[src/logic/cct_pkg.sv]
// Shared constants, register map and types for the codec conversion timing block
package cct_pkg;

	// ==================================================
	// Widths
	localparam int BASE_W = 5;
	localparam int TRIM_W = 7;
	localparam int DIV_W  = 6;
	localparam int CNTA_W = 7;
	localparam int SUM_W  = 8;
	localparam int WORD_W = 16;
	localparam int DATA_W = 14;
	localparam int LSB_W  = 2;
	localparam int CTRL_W = 10;
	localparam int BYTE_W = 8;
	localparam int ADR_W  = 8;
	localparam int BUS_W  = 32;

	// ==================================================
	// Reset values
	localparam logic [BASE_W-1:0] BASE_RST = 5'h09;
	localparam logic [CNTA_W-1:0] CNTA_RST = 7'h09;
	localparam logic [TRIM_W-1:0] TRIM_RST = 7'h01;
	localparam logic [DIV_W-1:0]  DIV_RST  = 6'h24;
	localparam logic [CTRL_W-1:0] CTRL_RST = 10'h2E4;
	localparam int                CTRL_SYNC_BIT = 5;

	// ==================================================
	// Register byte addresses, one word each
	localparam logic [ADR_W-1:0] ADR_TX_BASE = 8'h00;
	localparam logic [ADR_W-1:0] ADR_TX_TRIM = 8'h04;
	localparam logic [ADR_W-1:0] ADR_TX_DIV  = 8'h08;
	localparam logic [ADR_W-1:0] ADR_RX_BASE = 8'h0C;
	localparam logic [ADR_W-1:0] ADR_RX_TRIM = 8'h10;
	localparam logic [ADR_W-1:0] ADR_RX_DIV  = 8'h14;
	localparam logic [ADR_W-1:0] ADR_CTRL    = 8'h18;
	localparam logic [ADR_W-1:0] ADR_WORDS   = 8'h1C;

	// ==================================================
	// Timing
	localparam int                SHIFT_DIV    = 4;
	localparam int                GAP_SHIFTS   = 4;
	localparam logic [1:0]        PRE_ONE      = 2'h1;
	localparam logic [1:0]        PRE_LAST     = 2'(SHIFT_DIV - 1);
	localparam logic [1:0]        PRE_HALF     = 2'(SHIFT_DIV / 2);
	localparam logic [4:0]        BIT_ONE      = 5'h01;
	localparam logic [4:0]        BIT_ZERO     = 5'h00;
	localparam logic [4:0]        BIT_LAST     = 5'(WORD_W - 1);
	localparam logic [4:0]        GAP_LAST     = 5'(GAP_SHIFTS - 1);
	localparam logic [4:0]        GAP_CYC_LAST = 5'(GAP_SHIFTS * SHIFT_DIV - 1);
	localparam logic [CNTA_W-1:0] CNTA_ONE     = 7'h01;
	localparam logic [DIV_W-1:0]  DIV_ONE      = 6'h01;
	localparam logic signed [SUM_W-1:0] SUM_ZERO = 8'sh00;
	localparam logic signed [SUM_W-1:0] SUM_ONE  = 8'sh01;
	localparam logic signed [SUM_W-1:0] MOD_ADJ  = 8'sh40;

	// ==================================================
	// Types
	typedef enum logic [1:0] {
		CCT_SEL_BASE  = 2'b00,
		CCT_SEL_PLUS  = 2'b01,
		CCT_SEL_MINUS = 2'b10,
		CCT_SEL_SEC   = 2'b11
	} cct_sel_t;

	typedef enum logic [1:0] {
		SP_IDLE = 2'b00,
		SP_PRIM = 2'b01,
		SP_GAP  = 2'b10,
		SP_SEC  = 2'b11
	} cct_sp_t;

endpackage : cct_pkg

[src/logic/cct_div_if.sv]
// Carrier between the top and one counter pair
`timescale 1ns/10ps
interface cct_div_if;
	import cct_pkg::*;

	logic [BASE_W-1:0] base;
	logic [TRIM_W-1:0] trim;
	logic [DIV_W-1:0]  divisor;
	cct_sel_t          sel;
	logic              run;
	logic              take;
	logic              switched_cap_filter_clock;
	logic              conv;

	modport ctl (output base, trim, divisor, sel, run, input take, switched_cap_filter_clock, conv);
	modport div (input base, trim, divisor, sel, run, output take, switched_cap_filter_clock, conv);

endinterface : cct_div_if

[src/logic/cct_divider.sv]
// Reloadable counter pair: filter clock and conversion strobe
`timescale 1ns/10ps
module cct_divider
	import cct_pkg::*;
(
	// Clock, reset and freeze
	input  wire logic sys_clk,
	input  wire logic srst,
	input  wire logic ce,
	// Load values and results
	cct_div_if.div    ifc
);

	// ==================================================
	// State
	logic [CNTA_W-1:0] cnt_a_r, cnt_a_nxt;
	logic [DIV_W-1:0]  cnt_b_r, cnt_b_nxt;
	logic              half_r,  half_nxt;
	logic              scf_r,   scf_nxt;
	logic              conv_r,  conv_nxt;
	logic              a_end;
	logic              b_end;
	logic [CNTA_W-1:0] base_x;

	// Counter A load for the first segment of a period
	function automatic logic [CNTA_W-1:0] trim_load(input logic [BASE_W-1:0] base,
		input logic [TRIM_W-1:0] trim, input cct_sel_t sel);
		logic signed [SUM_W-1:0] b;
		logic signed [SUM_W-1:0] t;
		logic signed [SUM_W-1:0] s;
		b = signed'({{(SUM_W - BASE_W){1'b0}}, base});
		t = signed'({trim[TRIM_W-1], trim});
		case (sel)
			CCT_SEL_PLUS:  s = b + t;
			CCT_SEL_MINUS: s = b - t;
			default:       s = b;
		endcase
		if (s == SUM_ZERO || s == SUM_ONE) begin
			s = b;
		end else if (s < SUM_ZERO) begin
			s = s + MOD_ADJ; // Keep the load positive
		end
		return s[CNTA_W-1:0];
	endfunction : trim_load

	assign base_x = {{(CNTA_W - BASE_W){1'b0}}, ifc.base};
	assign a_end  = (cnt_a_r <= CNTA_ONE);
	assign b_end  = (cnt_b_r <= DIV_ONE);
	// Reload moment, seen by the top to retire the trim choice
	assign ifc.take = ce && ifc.run && a_end && half_r && b_end;
	assign ifc.switched_cap_filter_clock  = scf_r;
	assign ifc.conv = conv_r;

	// Next state: A halves the filter clock, B counts filter periods
	always_comb begin
		cnt_a_nxt = cnt_a_r;
		cnt_b_nxt = cnt_b_r;
		half_nxt  = half_r;
		scf_nxt   = scf_r;
		conv_nxt  = 1'b0;
		if (!ifc.run) begin
			cnt_a_nxt = base_x;
			cnt_b_nxt = ifc.divisor;
			half_nxt  = 1'b0;
			scf_nxt   = 1'b0;
		end else if (a_end) begin
			scf_nxt  = ~scf_r;
			half_nxt = ~half_r;
			cnt_a_nxt = base_x;
			if (half_r) begin
				if (b_end) begin
					conv_nxt  = 1'b1;
					cnt_b_nxt = ifc.divisor;
					cnt_a_nxt = trim_load(ifc.base, ifc.trim, ifc.sel);
				end else begin
					cnt_b_nxt = cnt_b_r - DIV_ONE;
				end
			end
		end else begin
			cnt_a_nxt = cnt_a_r - CNTA_ONE;
		end
	end

	// Registers
	always_ff @(posedge sys_clk) begin
		if (srst) begin
			cnt_a_r <= CNTA_RST;
			cnt_b_r <= DIV_RST;
			half_r  <= 1'b0;
			scf_r   <= 1'b0;
			conv_r  <= 1'b0;
		end else if (ce) begin
			cnt_a_r <= cnt_a_nxt;
			cnt_b_r <= cnt_b_nxt;
			half_r  <= half_nxt;
			scf_r   <= scf_nxt;
			conv_r  <= conv_nxt;
		end
	end

	// ==================================================
	// Checks
	b_reload_a: assert property (@(posedge sys_clk) disable iff (srst)
		(conv_r && $past(ce)) |-> cnt_b_r == $past(ifc.divisor))
		else $error("counter B not reloaded from divisor");
	a_base_a: assert property (@(posedge sys_clk) disable iff (srst)
		(conv_r && $past(ce) && $past(ifc.sel) == CCT_SEL_BASE) |-> cnt_a_r == $past(base_x))
		else $error("counter A not reloaded from base");
	scf_hold_a: assert property (@(posedge sys_clk) disable iff (srst)
		($past(ce) && $past(ifc.run) && $past(cnt_a_r) > CNTA_ONE) |-> scf_r == $past(scf_r))
		else $error("filter clock toggled before counter A ran out");

endmodule : cct_divider

[src/logic/cct_timing.sv]
// Codec conversion timing: dividers, serial framing and primary word decode
//
// Behaviour
// - Shift clock is the master clock divided by four.
// - Transmit pair: filter clock is master over 2A, conversion over B.
// - Receive pair divides the same way for the A/D side.
// - High-pass filter clock runs at the A/D conversion rate.
// - Each pair reloads counter A every filter half period and counter B once per conversion period.
// - Counter B reloads from its rate divisor.
// - Transmit counter A loads base, base minus trim or base plus trim.
// - Receive counter A offers the same three load choices.
// - Synchronous mode takes all timing from the transmit pair.
// - Sixteen-bit words, MSB first; bits 15 to 2 carry converter data.
// - Low bits 00 load plain bases and divisors.
// - Low bits 01 load base plus trim for the next period.
// - Low bits 10 load base minus trim for the next period.
// - Low bits 11 load normally, then a secondary transfer after four shifts.
// - Transmit frame sync stays high four shifts, then falls for the secondary.
// - Secondary uses primary timing, slotted between primaries.
// - Synchronous mode gives no receive frame sync during a secondary.
// - Control bit 5 selects asynchronous (0) or synchronous (1) operation.
// - Reset gives bases 9, trims 1, divisors 24 hex.
// - Base plus or minus trim of 0 or 1 loads the plain base.
//
// The implementer's own choices: the placing of the registers and register access over Wishbone.
`timescale 1ns/10ps
module cct_timing
	import cct_pkg::*;
(
	// Clock, reset and freeze
	input  wire logic              sys_clk,
	input  wire logic              srst,
	input  wire logic              ce,
	// Wishbone slave
	input  wire logic              wb_cyc_i,
	input  wire logic              wb_stb_i,
	input  wire logic              wb_we_i,
	input  wire logic [ADR_W-1:0]  wb_adr_i,
	input  wire logic [3:0]        wb_sel_i,
	input  wire logic [BUS_W-1:0]  wb_dat_i,
	output logic      [BUS_W-1:0]  wb_dat_o,
	output logic                   wb_ack_o,
	// Serial port to the processor
	input  wire logic              serial_data_to_codec,
	output logic                   shift_clk,
	output logic                   tx_frame_sync,
	output logic                   rx_frame_sync,
	output logic                   serial_data_from_codec,
	// Converter and filter side
	input  wire logic [DATA_W-1:0] adc_sample,
	output logic      [DATA_W-1:0] dac_word,
	output logic                   da_conv_strobe,
	output logic                   ad_conv_strobe,
	output logic                   tx_switched_cap_filter_clock,
	output logic                   rx_switched_cap_filter_clock,
	output logic                   hp_filter_clock
);

	// ==================================================
	// Register file
	logic [BASE_W-1:0] txb_r,  txb_nxt,  rxb_r, rxb_nxt;
	logic [TRIM_W-1:0] txt_r,  txt_nxt,  rxt_r, rxt_nxt;
	logic [DIV_W-1:0]  txd_r,  txd_nxt,  rxd_r, rxd_nxt;
	logic [CTRL_W-1:0] ctrl_r, ctrl_nxt;
	logic              ack_r,  ack_nxt;
	logic [BUS_W-1:0]  rdat_r, rdat_nxt;
	logic              wr;
	logic              sync;

	// Serial and decode state
	logic [1:0]        pre_r, pre_nxt;
	logic              shift_r, shift_nxt;
	cct_sp_t           sp_r, sp_nxt;
	logic [4:0]        bit_r, bit_nxt;
	logic [WORD_W-1:0] sh_r, sh_nxt;
	logic              txfs_r, txfs_nxt;
	logic              tx_pend_r, tx_pend_nxt;
	logic [WORD_W-1:0] prim_r, prim_nxt;
	logic [WORD_W-1:0] sec_r, sec_nxt;
	logic [DATA_W-1:0] dac_r, dac_nxt;
	cct_sel_t          tx_sel_r, tx_sel_nxt;
	cct_sel_t          rx_sel_r, rx_sel_nxt;
	cct_sel_t          dec_sel;
	logic              rx_busy_r, rx_busy_nxt;
	logic [4:0]        rx_bit_r, rx_bit_nxt;
	logic [WORD_W-1:0] rx_sh_r, rx_sh_nxt;
	logic              rxfs_r, rxfs_nxt;
	logic              rx_pend_r, rx_pend_nxt;
	logic              sdo_r, sdo_nxt;
	logic              tick;
	logic              tx_start;
	logic              prim_end;
	logic              rx_go;
	logic [WORD_W-1:0] word;

	// Converter side outputs
	logic              da_r, ad_r, tscf_r, rscf_r, hp_r;
	logic              ad_c;

	// Counter pairs
	cct_div_if tx_if ();
	cct_div_if rx_if ();

	assign sync = ctrl_r[CTRL_SYNC_BIT];
	assign wr   = ack_nxt && wb_we_i;

	// ==================================================
	// Wishbone decode; one-cycle answer, unmapped reads zero
	always_comb begin
		txb_nxt  = txb_r;
		txt_nxt  = txt_r;
		txd_nxt  = txd_r;
		rxb_nxt  = rxb_r;
		rxt_nxt  = rxt_r;
		rxd_nxt  = rxd_r;
		ctrl_nxt = ctrl_r;
		ack_nxt  = wb_cyc_i && wb_stb_i && !ack_r;
		rdat_nxt = rdat_r;
		if (ack_nxt) begin
			rdat_nxt = '0;
			if (wb_adr_i == ADR_TX_BASE) begin
				rdat_nxt[BASE_W-1:0] = txb_r;
				if (wr && wb_sel_i[0]) txb_nxt = wb_dat_i[BASE_W-1:0];
			end else if (wb_adr_i == ADR_TX_TRIM) begin
				rdat_nxt[TRIM_W-1:0] = txt_r;
				if (wr && wb_sel_i[0]) txt_nxt = wb_dat_i[TRIM_W-1:0];
			end else if (wb_adr_i == ADR_TX_DIV) begin
				rdat_nxt[DIV_W-1:0] = txd_r;
				if (wr && wb_sel_i[0]) txd_nxt = wb_dat_i[DIV_W-1:0];
			end else if (wb_adr_i == ADR_RX_BASE) begin
				rdat_nxt[BASE_W-1:0] = rxb_r;
				if (wr && wb_sel_i[0]) rxb_nxt = wb_dat_i[BASE_W-1:0];
			end else if (wb_adr_i == ADR_RX_TRIM) begin
				rdat_nxt[TRIM_W-1:0] = rxt_r;
				if (wr && wb_sel_i[0]) rxt_nxt = wb_dat_i[TRIM_W-1:0];
			end else if (wb_adr_i == ADR_RX_DIV) begin
				rdat_nxt[DIV_W-1:0] = rxd_r;
				if (wr && wb_sel_i[0]) rxd_nxt = wb_dat_i[DIV_W-1:0];
			end else if (wb_adr_i == ADR_CTRL) begin
				rdat_nxt[CTRL_W-1:0] = ctrl_r;
				if (wr && wb_sel_i[0]) ctrl_nxt[BYTE_W-1:0] = wb_dat_i[BYTE_W-1:0];
				if (wr && wb_sel_i[1]) ctrl_nxt[CTRL_W-1:BYTE_W] = wb_dat_i[CTRL_W-1:BYTE_W];
			end else if (wb_adr_i == ADR_WORDS) begin
				rdat_nxt = {sec_r, prim_r};
			end
		end
	end

	// Register file flops
	always_ff @(posedge sys_clk) begin
		if (srst) begin
			txb_r  <= BASE_RST;
			txt_r  <= TRIM_RST;
			txd_r  <= DIV_RST;
			rxb_r  <= BASE_RST;
			rxt_r  <= TRIM_RST;
			rxd_r  <= DIV_RST;
			ctrl_r <= CTRL_RST;
			ack_r  <= 1'b0;
			rdat_r <= '0;
		end else if (ce) begin
			txb_r  <= txb_nxt;
			txt_r  <= txt_nxt;
			txd_r  <= txd_nxt;
			rxb_r  <= rxb_nxt;
			rxt_r  <= rxt_nxt;
			rxd_r  <= rxd_nxt;
			ctrl_r <= ctrl_nxt;
			ack_r  <= ack_nxt;
			rdat_r <= rdat_nxt;
		end
	end

	assign wb_ack_o = ack_r;
	assign wb_dat_o = rdat_r;

	// ==================================================
	// Counter pairs; receive pair idles in synchronous mode
	assign tx_if.base    = txb_r;
	assign tx_if.trim    = txt_r;
	assign tx_if.divisor = txd_r;
	assign tx_if.sel     = tx_sel_r;
	assign tx_if.run     = 1'b1;
	assign rx_if.base    = rxb_r;
	assign rx_if.trim    = rxt_r;
	assign rx_if.divisor = rxd_r;
	assign rx_if.sel     = rx_sel_r;
	assign rx_if.run     = !sync;

	cct_divider u_tx_div (
		.sys_clk (sys_clk),
		.srst    (srst),
		.ce      (ce),
		.ifc     (tx_if.div)
	);

	cct_divider u_rx_div (
		.sys_clk (sys_clk),
		.srst    (srst),
		.ce      (ce),
		.ifc     (rx_if.div)
	);

	assign ad_c = sync ? tx_if.conv : rx_if.conv;

	// ==================================================
	// Shift clock, transmit framing and word decode
	assign tick    = (pre_r == PRE_LAST);
	assign word    = {sh_r[WORD_W-2:0], serial_data_to_codec};
	assign dec_sel = (word[LSB_W-1:0] == CCT_SEL_SEC) ? CCT_SEL_BASE : cct_sel_t'(word[LSB_W-1:0]);

	always_comb begin
		pre_nxt     = pre_r + PRE_ONE;
		shift_nxt   = (pre_nxt >= PRE_HALF);
		sp_nxt      = sp_r;
		bit_nxt     = bit_r;
		sh_nxt      = sh_r;
		txfs_nxt    = txfs_r;
		tx_pend_nxt = tx_pend_r;
		prim_nxt    = prim_r;
		sec_nxt     = sec_r;
		dac_nxt     = dac_r;
		tx_sel_nxt  = tx_sel_r;
		rx_sel_nxt  = rx_sel_r;
		tx_start    = 1'b0;
		prim_end    = 1'b0;
		if (tick) begin
			case (sp_r)
				SP_IDLE: if (tx_pend_r) begin
					tx_start    = 1'b1;
					tx_pend_nxt = 1'b0;
					sp_nxt      = SP_PRIM;
					txfs_nxt    = 1'b0;
					bit_nxt     = BIT_LAST;
				end
				SP_PRIM, SP_SEC: begin
					sh_nxt = word;
					if (bit_r == BIT_ZERO) begin
						txfs_nxt = 1'b1;
						sp_nxt   = SP_IDLE;
						if (sp_r == SP_SEC) begin
							sec_nxt = word;
						end else begin
							prim_end = 1'b1;
							prim_nxt = word;
							dac_nxt  = word[WORD_W-1:LSB_W];
							if (word[LSB_W-1:0] == CCT_SEL_SEC) begin
								sp_nxt  = SP_GAP;
								bit_nxt = GAP_LAST;
							end
						end
					end else begin
						bit_nxt = bit_r - BIT_ONE;
					end
				end
				SP_GAP: if (bit_r == BIT_ZERO) begin
					sp_nxt   = SP_SEC;
					txfs_nxt = 1'b0;
					bit_nxt  = BIT_LAST;
				end else begin
					bit_nxt = bit_r - BIT_ONE;
				end
			endcase
		end
		// Trim choice retires at its reload; a fresh decode wins
		if (tx_if.take) tx_sel_nxt = CCT_SEL_BASE;
		if (rx_if.take || (sync && tx_if.take)) rx_sel_nxt = CCT_SEL_BASE;
		if (prim_end) begin
			tx_sel_nxt = dec_sel;
			rx_sel_nxt = dec_sel;
		end
		if (tx_if.conv) tx_pend_nxt = 1'b1;
	end

	// ==================================================
	// Receive framing toward the processor
	assign rx_go = sync ? tx_start : (tick && !rx_busy_r && rx_pend_r);

	always_comb begin
		rx_busy_nxt = rx_busy_r;
		rx_bit_nxt  = rx_bit_r;
		rx_sh_nxt   = rx_sh_r;
		rxfs_nxt    = rxfs_r;
		rx_pend_nxt = rx_pend_r;
		sdo_nxt     = sdo_r;
		if (rx_go) begin
			rx_busy_nxt = 1'b1;
			rxfs_nxt    = 1'b0;
			rx_bit_nxt  = BIT_LAST;
			rx_sh_nxt   = {adc_sample, {LSB_W{1'b0}}};
			sdo_nxt     = adc_sample[DATA_W-1];
			rx_pend_nxt = 1'b0;
		end else if (tick && rx_busy_r) begin
			if (rx_bit_r == BIT_ZERO) begin
				rx_busy_nxt = 1'b0;
				rxfs_nxt    = 1'b1;
			end else begin
				rx_bit_nxt = rx_bit_r - BIT_ONE;
				rx_sh_nxt  = {rx_sh_r[WORD_W-2:0], 1'b0};
				sdo_nxt    = rx_sh_r[WORD_W-2];
			end
		end
		if (ad_c) rx_pend_nxt = 1'b1;
	end

	// Serial flops
	always_ff @(posedge sys_clk) begin
		if (srst) begin
			pre_r     <= '0;
			shift_r   <= 1'b0;
			sp_r      <= SP_IDLE;
			bit_r     <= BIT_ZERO;
			sh_r      <= '0;
			txfs_r    <= 1'b1;
			tx_pend_r <= 1'b0;
			prim_r    <= '0;
			sec_r     <= '0;
			dac_r     <= '0;
			tx_sel_r  <= CCT_SEL_BASE;
			rx_sel_r  <= CCT_SEL_BASE;
			rx_busy_r <= 1'b0;
			rx_bit_r  <= BIT_ZERO;
			rx_sh_r   <= '0;
			rxfs_r    <= 1'b1;
			rx_pend_r <= 1'b0;
			sdo_r     <= 1'b0;
		end else if (ce) begin
			pre_r     <= pre_nxt;
			shift_r   <= shift_nxt;
			sp_r      <= sp_nxt;
			bit_r     <= bit_nxt;
			sh_r      <= sh_nxt;
			txfs_r    <= txfs_nxt;
			tx_pend_r <= tx_pend_nxt;
			prim_r    <= prim_nxt;
			sec_r     <= sec_nxt;
			dac_r     <= dac_nxt;
			tx_sel_r  <= tx_sel_nxt;
			rx_sel_r  <= rx_sel_nxt;
			rx_busy_r <= rx_busy_nxt;
			rx_bit_r  <= rx_bit_nxt;
			rx_sh_r   <= rx_sh_nxt;
			rxfs_r    <= rxfs_nxt;
			rx_pend_r <= rx_pend_nxt;
			sdo_r     <= sdo_nxt;
		end
	end

	// Converter side strobes and filter clocks
	always_ff @(posedge sys_clk) begin
		if (srst) begin
			da_r   <= 1'b0;
			ad_r   <= 1'b0;
			tscf_r <= 1'b0;
			rscf_r <= 1'b0;
			hp_r   <= 1'b0;
		end else if (ce) begin
			da_r   <= tx_if.conv;
			ad_r   <= ad_c;
			tscf_r <= tx_if.switched_cap_filter_clock;
			rscf_r <= sync ? tx_if.switched_cap_filter_clock : rx_if.switched_cap_filter_clock;
			hp_r   <= ad_c;
		end
	end

	assign shift_clk                    = shift_r;
	assign tx_frame_sync                = txfs_r;
	assign rx_frame_sync                = rxfs_r;
	assign serial_data_from_codec       = sdo_r;
	assign dac_word                     = dac_r;
	assign da_conv_strobe               = da_r;
	assign ad_conv_strobe               = ad_r;
	assign tx_switched_cap_filter_clock = tscf_r;
	assign rx_switched_cap_filter_clock = rscf_r;
	assign hp_filter_clock              = hp_r;

	// ==================================================
	// Checks
	logic [4:0] gap_cnt_r;
	always_ff @(posedge sys_clk) begin
		if (srst) gap_cnt_r <= '0;
		else if (ce) gap_cnt_r <= (sp_r == SP_GAP) ? gap_cnt_r + BIT_ONE : '0;
	end

	ack_once_a: assert property (@(posedge sys_clk) disable iff (srst)
		(wb_ack_o && ce) |=> !wb_ack_o)
		else $error("ack held longer than one cycle");
	shift_div_a: assert property (@(posedge sys_clk) disable iff (srst)
		(!$past(srst) && !$past(srst, 2) && $past(ce) && $past(ce, 2)) |-> shift_clk != $past(shift_clk, 2))
		else $error("shift clock not master over four");
	gap_len_a: assert property (@(posedge sys_clk) disable iff (srst)
		(ce && sp_r == SP_GAP && sp_nxt == SP_SEC) |-> (gap_cnt_r == GAP_CYC_LAST && tx_frame_sync))
		else $error("secondary gap not four shift clocks");
	sec_req_a: assert property (@(posedge sys_clk) disable iff (srst)
		(ce && prim_end && word[LSB_W-1:0] == CCT_SEL_SEC) |=> (sp_r == SP_GAP && tx_frame_sync))
		else $error("low bits 11 did not request a secondary");
	trim_plus_a: assert property (@(posedge sys_clk) disable iff (srst)
		(ce && prim_end && word[LSB_W-1:0] == CCT_SEL_PLUS) |=> (tx_sel_r == CCT_SEL_PLUS && rx_sel_r == CCT_SEL_PLUS))
		else $error("low bits 01 did not select base plus trim");
	trim_minus_a: assert property (@(posedge sys_clk) disable iff (srst)
		(ce && prim_end && word[LSB_W-1:0] == CCT_SEL_MINUS) |=> tx_sel_r == CCT_SEL_MINUS)
		else $error("low bits 10 did not select base minus trim");
	sync_rx_a: assert property (@(posedge sys_clk) disable iff (srst)
		(sync && sp_r == SP_SEC) |-> rx_frame_sync)
		else $error("receive frame sync during secondary in sync mode");
	sync_conv_a: assert property (@(posedge sys_clk) disable iff (srst)
		($past(ce) && $past(sync) && sync) |-> ad_conv_strobe == da_conv_strobe)
		else $error("A/D timing not taken from transmit pair");

endmodule : cct_timing
[config.mk]
export PLATFORM = sky130hd
export DESIGN_NAME = cct_timing
export DESIGN_NICKNAME = d
export VERILOG_FILES = /design/src/logic/cct_pkg.sv /design/src/logic/cct_div_if.sv /design/src/logic/cct_divider.sv /design/src/logic/cct_timing.sv
export SDC_FILE = /design/constraint.sdc
export NUM_CORES = 1
export LEC_CHECK = 0
export BUFFER_PORTS_ARGS = -buffer_cell sky130_fd_sc_hd__buf_2
export CORE_AREA = 4 4 160 162
export CTS_BUF_LIST = sky130_fd_sc_hd__clkbuf_4
export DETAILED_ROUTE_END_ITERATION = 8
export DIE_AREA = 0 0 164 166
export MAX_ROUTING_LAYER = met4
export PLACE_DENSITY = 0.67
export SYNTH_ARGS = -nofsm -noshare
export SYNTH_HDL_FRONTEND = slang
export SYNTH_HIERARCHICAL = 1
export SYNTH_SLANG_ARGS = --single-unit
export TNS_END_PERCENT = 30
[constraint.sdc]
create_clock -name sys_clk -period 6 [get_ports sys_clk]
set_input_delay 0.6 -clock sys_clk [delete_from_list [all_inputs] [get_ports sys_clk]]
set_output_delay 0.6 -clock sys_clk [all_outputs]
set_load 0.01 [all_outputs]
==> run_results.csv, run 1 <==
group,metric,value,unit
sta,setup_viol,0,
critical_path,crit_chain,"inv_1, ha_1, mux2_2, fa_1, nand2b_1, a21oi_1, a21o_1, nand3_1, xor2_1, nand2_1, ha_1, nand3_1, a311oi_1, o311ai_0, a21oi_1",
sta,timing.final.crit_period,3800,ps
power,p_sw_share,30.7,%
final_layout,regArea,3980,um2
final_layout,multi_input_area,6090,um2
final_layout,final_core_util,47.7,%
clocking,cts_root_buf,"clkbuf_4",
detailed_routing,drt-wirelength-per-cell,17.1,um
flow_run,cap_viol_max_count,0,
grt,grt-ovfl-total,0,
clocking,cts_sinks,199,
detailed_routing,ant_nets,0,
critical_path,cp_slowest_stage_delay,540,ps
critical_path,cp_max_fo,9,
sta,rsz0062_at_grt,"false",
floorplan,ios,121,
logic_synthesis,yosysTopAreaCellShare,37.2,%
grt,grt_pass1_wl,45300,um
sta,finalCritPeriodShare,63.3,%
sta,hold_viol_final,0,
power,power_frac_seq,58.0,%
power,p_leak,4.33,nW
clocking,numCtsBuffers,17,
detailed_routing,vias_per_cell,5.72,
sta,worst-slew-pin-transition,967,ps
sta,fin_worst_skew,38.9,ps
sta,relSlewSlack,35.2,%
placement,dp_hpwl,19700,um
hold_path,hold_path.class,"in2reg",
clocking,path_clk_slew,210,ps
critical_path,end_kind,"flip-flop",
critical_path,crit_slowest_cell,"a311oi_1",
sta,fmax,0.263,GHz
detailed_routing,vias,9281,
logic_synthesis,synthFlopType,"dfxtp_1",
clocking,clock_latency,630,ps
final_layout,fin_nets,1379,
clocking,cts.htree.levels,4,
floorplan,initial_core_util,44.4,%
critical_path,critPathLaunchType,"flip-flop",
logic_synthesis,synth.area.top_cells,"dfxtp_1, nand2_1, mux2i_1",
final_layout,areaGrowthSynthToFinish,7.38,%
floorplan,die_area,27200,um2
logic_synthesis,ys_seq_area_share,37.2,%
logic_synthesis,syn_area,10700,um2
power,power.density,201,nW/um2
logic_synthesis,async_flop_share,0,%
critical_path,required,6550,ps
final_layout,fill_cells,2427,
critical_path,cp_num_buf_inv,1,
power,p_int,1.60,mW
detailed_routing,drc,0,
sta,slew_violations,0,
clocking,cts_tree,"done",
power,finalPower,2.31,mW
placement,port_buffers,96,
clocking,postCtsHoldBufs,0,
sta,tns,0,ps
floorplan,rows,57,
detailed_routing,wl,27700,um
logic_synthesis,avgSynthCellArea,8.53,um2
critical_path,crit_arrival,4350,ps
detailed_routing,drtIter0Drc,942,
power,power.switching,0.708,mW
logic_synthesis,synth-seq-cells,199,
logic_synthesis,yosysWarnings,6,
final_layout,drive_above_1_share,16.8,%
floorplan,fp.dieW,164,um
logic_synthesis,synth_edf_count,0,
detailed_routing,first_pass_iters,8,
clocking,post-cts-setup-buffers,0,
power,power_frac_comb,6.4,%
run_status,status,"complete, no violations",
floorplan,die_y,166,um
critical_path,crit_type,"reg2reg",
logic_synthesis,synth_top_area_cell,"dfxtp_1",
grt,grt_use_total,20.7,%
power,peakVddDrop,118,uV
logic_synthesis,synth_fp_nets,1352,
clocking,cts_resized,0,
clocking,clockBufferDepth,2,
grt,antenna_found_initial,3,
grt,grt_pass1_vias,8639,
placement,gp_congestion,0.874,
logic_synthesis,yosys.cell_types.count,107,
power,power_frac_clock,35.6,%
critical_path,cp_top_family,"compound AO/OA/AOI/OAI gates",
floorplan,core,24100,um2
grt,grt_max_degree,71,
logic_synthesis,synthCells,1256,
==> worst reg2reg max path, delay by kind of cell (launching register included) <==
kind	cells	cell delay (ps)
AO/OA/AOI/OAI	5	1400
XOR/XNOR	1	160
adder cells (fa/ha/maj)	3	930
buffers and inverters	1	100
flip-flops	1	360
multiplexers	1	410
AND/OR/NAND/NOR	4	400
==> cells in the mapped netlist, drive strengths merged (7+ instances only) <==
master and instances:
nor4 17, o211ai 9, a22oi 36, nand3 30
a311oi 7, o311ai 10, nor3b 10, nor2b 8
o21a 7, o22ai 7, nand2 181, and2 7
clkbuf 47, a211oi 24, inv 37, nor2 110
dfxtp 199, nor3 30, a21oi 119, ha 29
o21ai 56, a31oi 10, nand2b 16, a21o 7
xnor2 15, buf 45, mux2i 56, or3 8
==> per-layer routing <==
| metal | vias to the layer above | track usage, % | share of wire, % |
|---|---|---|---|
| li1 | 4588 | - | - |
| met1 | 4419 | 28.5 | 47 |
| met2 | 248 | 31.6 | 46 |
| met3 | 26 | 3.92 | 5.4 |
| met4 | 0 | 5.03 | 1.3 |
| met5 | - | - | 0 |
==> worst paths after layout <==
path                                    start                  end  slack, ps  cells past startpoint
worst max register to register   tx_if.sel[0]  u_tx_div/cnt_a_r[4]       2200                     15
worst max-delay path             tx_if.sel[0]  u_tx_div/cnt_a_r[4]       2200                     15
worst min-delay path            adc_sample[0]           rx_sh_r[2]        250                      3
worst min register to register    wb_dat_o[7]          wb_dat_o[7]        460                      2
==> stage by stage <==
| step | hold slack [ps] | area (um2) | setup WS, ps | instances |
|---|---|---|---|---|
| after floorplan | 426 | 10700 | 2670 | 1256 |
| after global placement | 435 | 11100 | 2290 | 1588 |
| after detailed placement | 440 | 11100 | 2290 | 1588 |
| after CTS | 197 | 11500 | 2270 | 1620 |
| after global routing | 226 | 11500 | 1920 | 1623 |
| final | 245 | 11500 | 2200 | 1623 |
==> layout make-up <==
type | count | area share, %
flip-flops and latches | 199 | 34.6
multi-input cells | 927 | 53.0
repair buffers | 101 | 4.56
inverters | 37 | 1.21
well taps | 324 | 3.52
clock inverters | 15 | 1.95
diodes | 3 | 0.0653
clock buffers | 17 | 1.11
==> logic make-up after synthesis <==
family,after synthesis,synth area share [%]
and+or+nand+nor,458,22.0
AOI/OAI and AO/OA,352,22.7
DFF,199,37.2
buffers and inverters,130,5.95
muxes,65,6.70
adders and majority gates,31,3.76
xor gates and xnor gates,20,1.64
other,1,0.0350
==> power by group through the flow <==
stage	Sequential (mW)	Clock, mW	Combinational, mW
4_1_cts	1.34	0.844	0.147
3_3_place_gp	1.37	0	0.145
3_5_place_dp	1.37	0	0.146
6_report	1.34	0.822	0.148
5_1_grt	1.34	0.896	0.162
2_1_floorplan	1.37	0	0.0993
==> cell usage in the layout, fill, tap and decap left out, drive strengths merged, types with 24 or more instances in the layout <==
cell type and instances:
dfxtp 199, nand2 181, a21oi 119, nor2 110, buf 101, mux2i 56, o21ai 56, inv 46
a22oi 36, nand3 30, nor3 30, ha 29, a211oi 24
==> flip-flops by register name, summed over array words and instances (netlist names), 2 cells and up, named ones only <==
signal and cells:
u_rx_div/cnt_b_r 6, sh_r 15, tx_if.trim 7, tx_if.divisor 6, sec_r 16, rx_if.sel 2
u_tx_div/cnt_a_r 7, u_tx_div/cnt_b_r 6, wb_dat_o 32, rx_sh_r 13, pre_r 2, tx_if.sel 2
u_rx_div/cnt_a_r 7, rx_bit_r 5, prim_r 16, rx_if.base 5, tx_if.base 5, rx_if.divisor 6
rx_if.trim 7, bit_r 5, ctrl_r 10
Power figures use the tool's default switching activity.
==> run 2, diff against run 1 <==
==> constraint.sdc (replaced) <==
create_clock -name sys_clk -period 4 [get_ports sys_clk]
set_input_delay 0.4 -clock sys_clk [delete_from_list [all_inputs] [get_ports sys_clk]]
set_output_delay 0.4 -clock sys_clk [all_outputs]
set_load 0.01 [all_outputs]
==> run 2 against run 1 <==
Effect of this change:
- cell count rose by 0.31%
- count of clock-buffer cells in the layout did not move
- fmax rose by 2.0%
- non-clock buffer count rose by 7
- critical path type unchanged
- critical endpoint is now u_tx_div/cnt_a_r[6]
- largest power group unchanged
==> run_results.csv, run 2 (same netlist as run 1, synthesis figures left out) <==
group,metric,value,unit
run_status,status,"complete, no violations",
critical_path,required,4480,ps
floorplan,core,24100,um2
sta,tns,0,ps
clocking,path_clk_slew,180,ps
clocking,numCtsBuffers,17,
detailed_routing,wl,27800,um
detailed_routing,first_pass_iters,5,
power,power_frac_seq,59.1,%
floorplan,rows,57,
floorplan,initial_core_util,44.4,%
placement,port_buffers,96,
floorplan,ios,121,
detailed_routing,ant_nets,0,
sta,slew_violations,0,
sta,relSlewSlack,40.8,%
critical_path,cp_max_fo,9,
sta,fmax,0.269,GHz
sta,hold_viol_final,0,
clocking,cts_sinks,199,
critical_path,crit_arrival,4200,ps
grt,antenna_found_initial,1,
final_layout,mostFrequentLayoutCell,"dfxtp_1",
placement,gp_congestion,0.865,
detailed_routing,drt-wirelength-per-cell,17.1,um
sta,timing.final.crit_period,3720,ps
sta,worst-slew-pin-transition,887,ps
critical_path,critPathLaunchType,"flip-flop",
clocking,clockBufferDepth,2,
flow_run,cap_viol_max_count,0,
final_layout,areaGrowthSynthToFinish,7.62,%
detailed_routing,drtIter0Drc,929,
critical_path,end_kind,"flip-flop",
power,power.density,295,nW/um2
final_layout,regArea,3980,um2
clocking,cts_resized,0,
sta,setup_viol,0,
final_layout,final_cell_mix,"dfxtp_1, nand2_1, a21oi_1, nor2_1, buf_2",
final_layout,fill_cells,2415,
clocking,post-cts-setup-buffers,0,
placement,dp_hpwl,20100,um
grt,grt-ovfl-total,0,
final_layout,fin_nets,1386,
final_layout,multi_input_area,6090,um2
final_layout,final_core_util,47.8,%
detailed_routing,vias,9310,
sta,hold_ws,60.7,ps
power,p_leak,4.35,nW
hold_path,hold_path.class,"in2reg",
final_layout,drive_above_1_share,17.2,%
detailed_routing,drc,0,
grt,grt_use_total,20.6,%
power,p_sw_share,29.7,%
detailed_routing,vias_per_cell,5.72,
power,p_int,2.39,mW
critical_path,crit_type,"reg2reg",
sta,rsz0062_at_grt,"false",
clocking,cts_tree,"done",
grt,grt_pass1_vias,8754,
clocking,cts.htree.levels,4,
clocking,clock_latency,600,ps
floorplan,die_y,166,um
power,peakVddDrop,191,uV
floorplan,fp.dieW,164,um
grt,grt_max_degree,75,
power,power_frac_clock,34.2,%
power,power.switching,1.01,mW
floorplan,die_area,27200,um2
sta,fin_worst_skew,30.1,ps
clocking,postCtsHoldBufs,1,
final_layout,largest_reg_flops,32,
grt,grt_pass1_wl,45200,um
power,power_frac_comb,6.6,%
sta,finalCritPeriodShare,93.0,%
clocking,cts_root_buf,"clkbuf_4",
[run 2: cell types whose count changed in the layout (fill, tap and decap cells not counted)]
cell           delta
buf_4             +6
inv_8             +4
clkinv_8          -2
diode_2           -2
clkinvlp_4        +1
dlygate4sd3_1     +1
inv_12            -1
inv_16            -1
inv_6             -1
[run 2: path summary, 6_finish.rpt]
check               startpoint                   to  slack (ps)  depth (start not counted)
hold / removal     wb_dat_i[9]            ctrl_r[9]          60                          3
hold reg to reg    wb_dat_o[8]          wb_dat_o[8]         460                          2
setup reg to reg  tx_if.sel[0]  u_tx_div/cnt_a_r[6]         280                         16
setup / recovery  tx_if.sel[0]  u_tx_div/cnt_a_r[6]         280                         16
[run 2: layout make-up]
| class | instances | share of cell area [%] |
|---|---|---|
| clock inverter | 15 | 1.73 |
| clock buffer | 17 | 1.11 |
| multi-input combinational | 927 | 52.8 |
| sequential | 199 | 34.6 |
| antenna | 1 | 0.0217 |
| timing repair buffer | 108 | 5.03 |
| tap | 324 | 3.52 |
| inverter | 37 | 1.20 |
[run 2: critical path, stage by stage (launching register included)]
cell and delay [ps]:
dfxtp_1 350, inv_1 70, ha_1 370, mux2_2 410, fa_1 440, nand2b_1 170
a21oi_1 270, a21o_1 180, nand3_1 90, xor2_1 150, nand2_1 70, ha_1 200
nand3_1 90, a311oi_1 50, buf_4 170, a21o_1 180, a2111oi_0 360
[run 2: stage by stage]
| step | power, mW | cell area (um2) | setup WS, ps | std cells |
|---|---|---|---|---|
| after floorplan | 2.20 | 10700 | 673 | 1256 |
| after global placement | 2.27 | 11200 | 417 | 1594 |
| after detailed placement | 2.27 | 11200 | 341 | 1594 |
| after CTS | 3.43 | 11500 | 274 | 1627 |
| after global routing | 3.54 | 11500 | 71.8 | 1628 |
| final | 3.40 | 11500 | 280 | 1628 |
[run 2: metal layers]
| layer | GRT usage (%) | up-vias | wire length [um] |
|---|---|---|---|
| li1 | - | 4608 | - |
| met1 | 28.3 | 4460 | 13300 |
| met2 | 32.1 | 222 | 12900 |
| met3 | 3.30 | 20 | 1340 |
| met4 | 4.81 | 0 | 263 |
| met5 | - | - | 0 |
[run 2: power by group through the flow]
stage	Combinational [mW]	Clock, mW	Sequential [mW]
2_1_floorplan	0.149	0	2.05
3_3_place_gp	0.219	0	2.05
3_5_place_dp	0.222	0	2.05
4_1_cts	0.223	1.20	2.01
5_1_grt	0.246	1.28	2.01
6_report	0.226	1.16	2.01
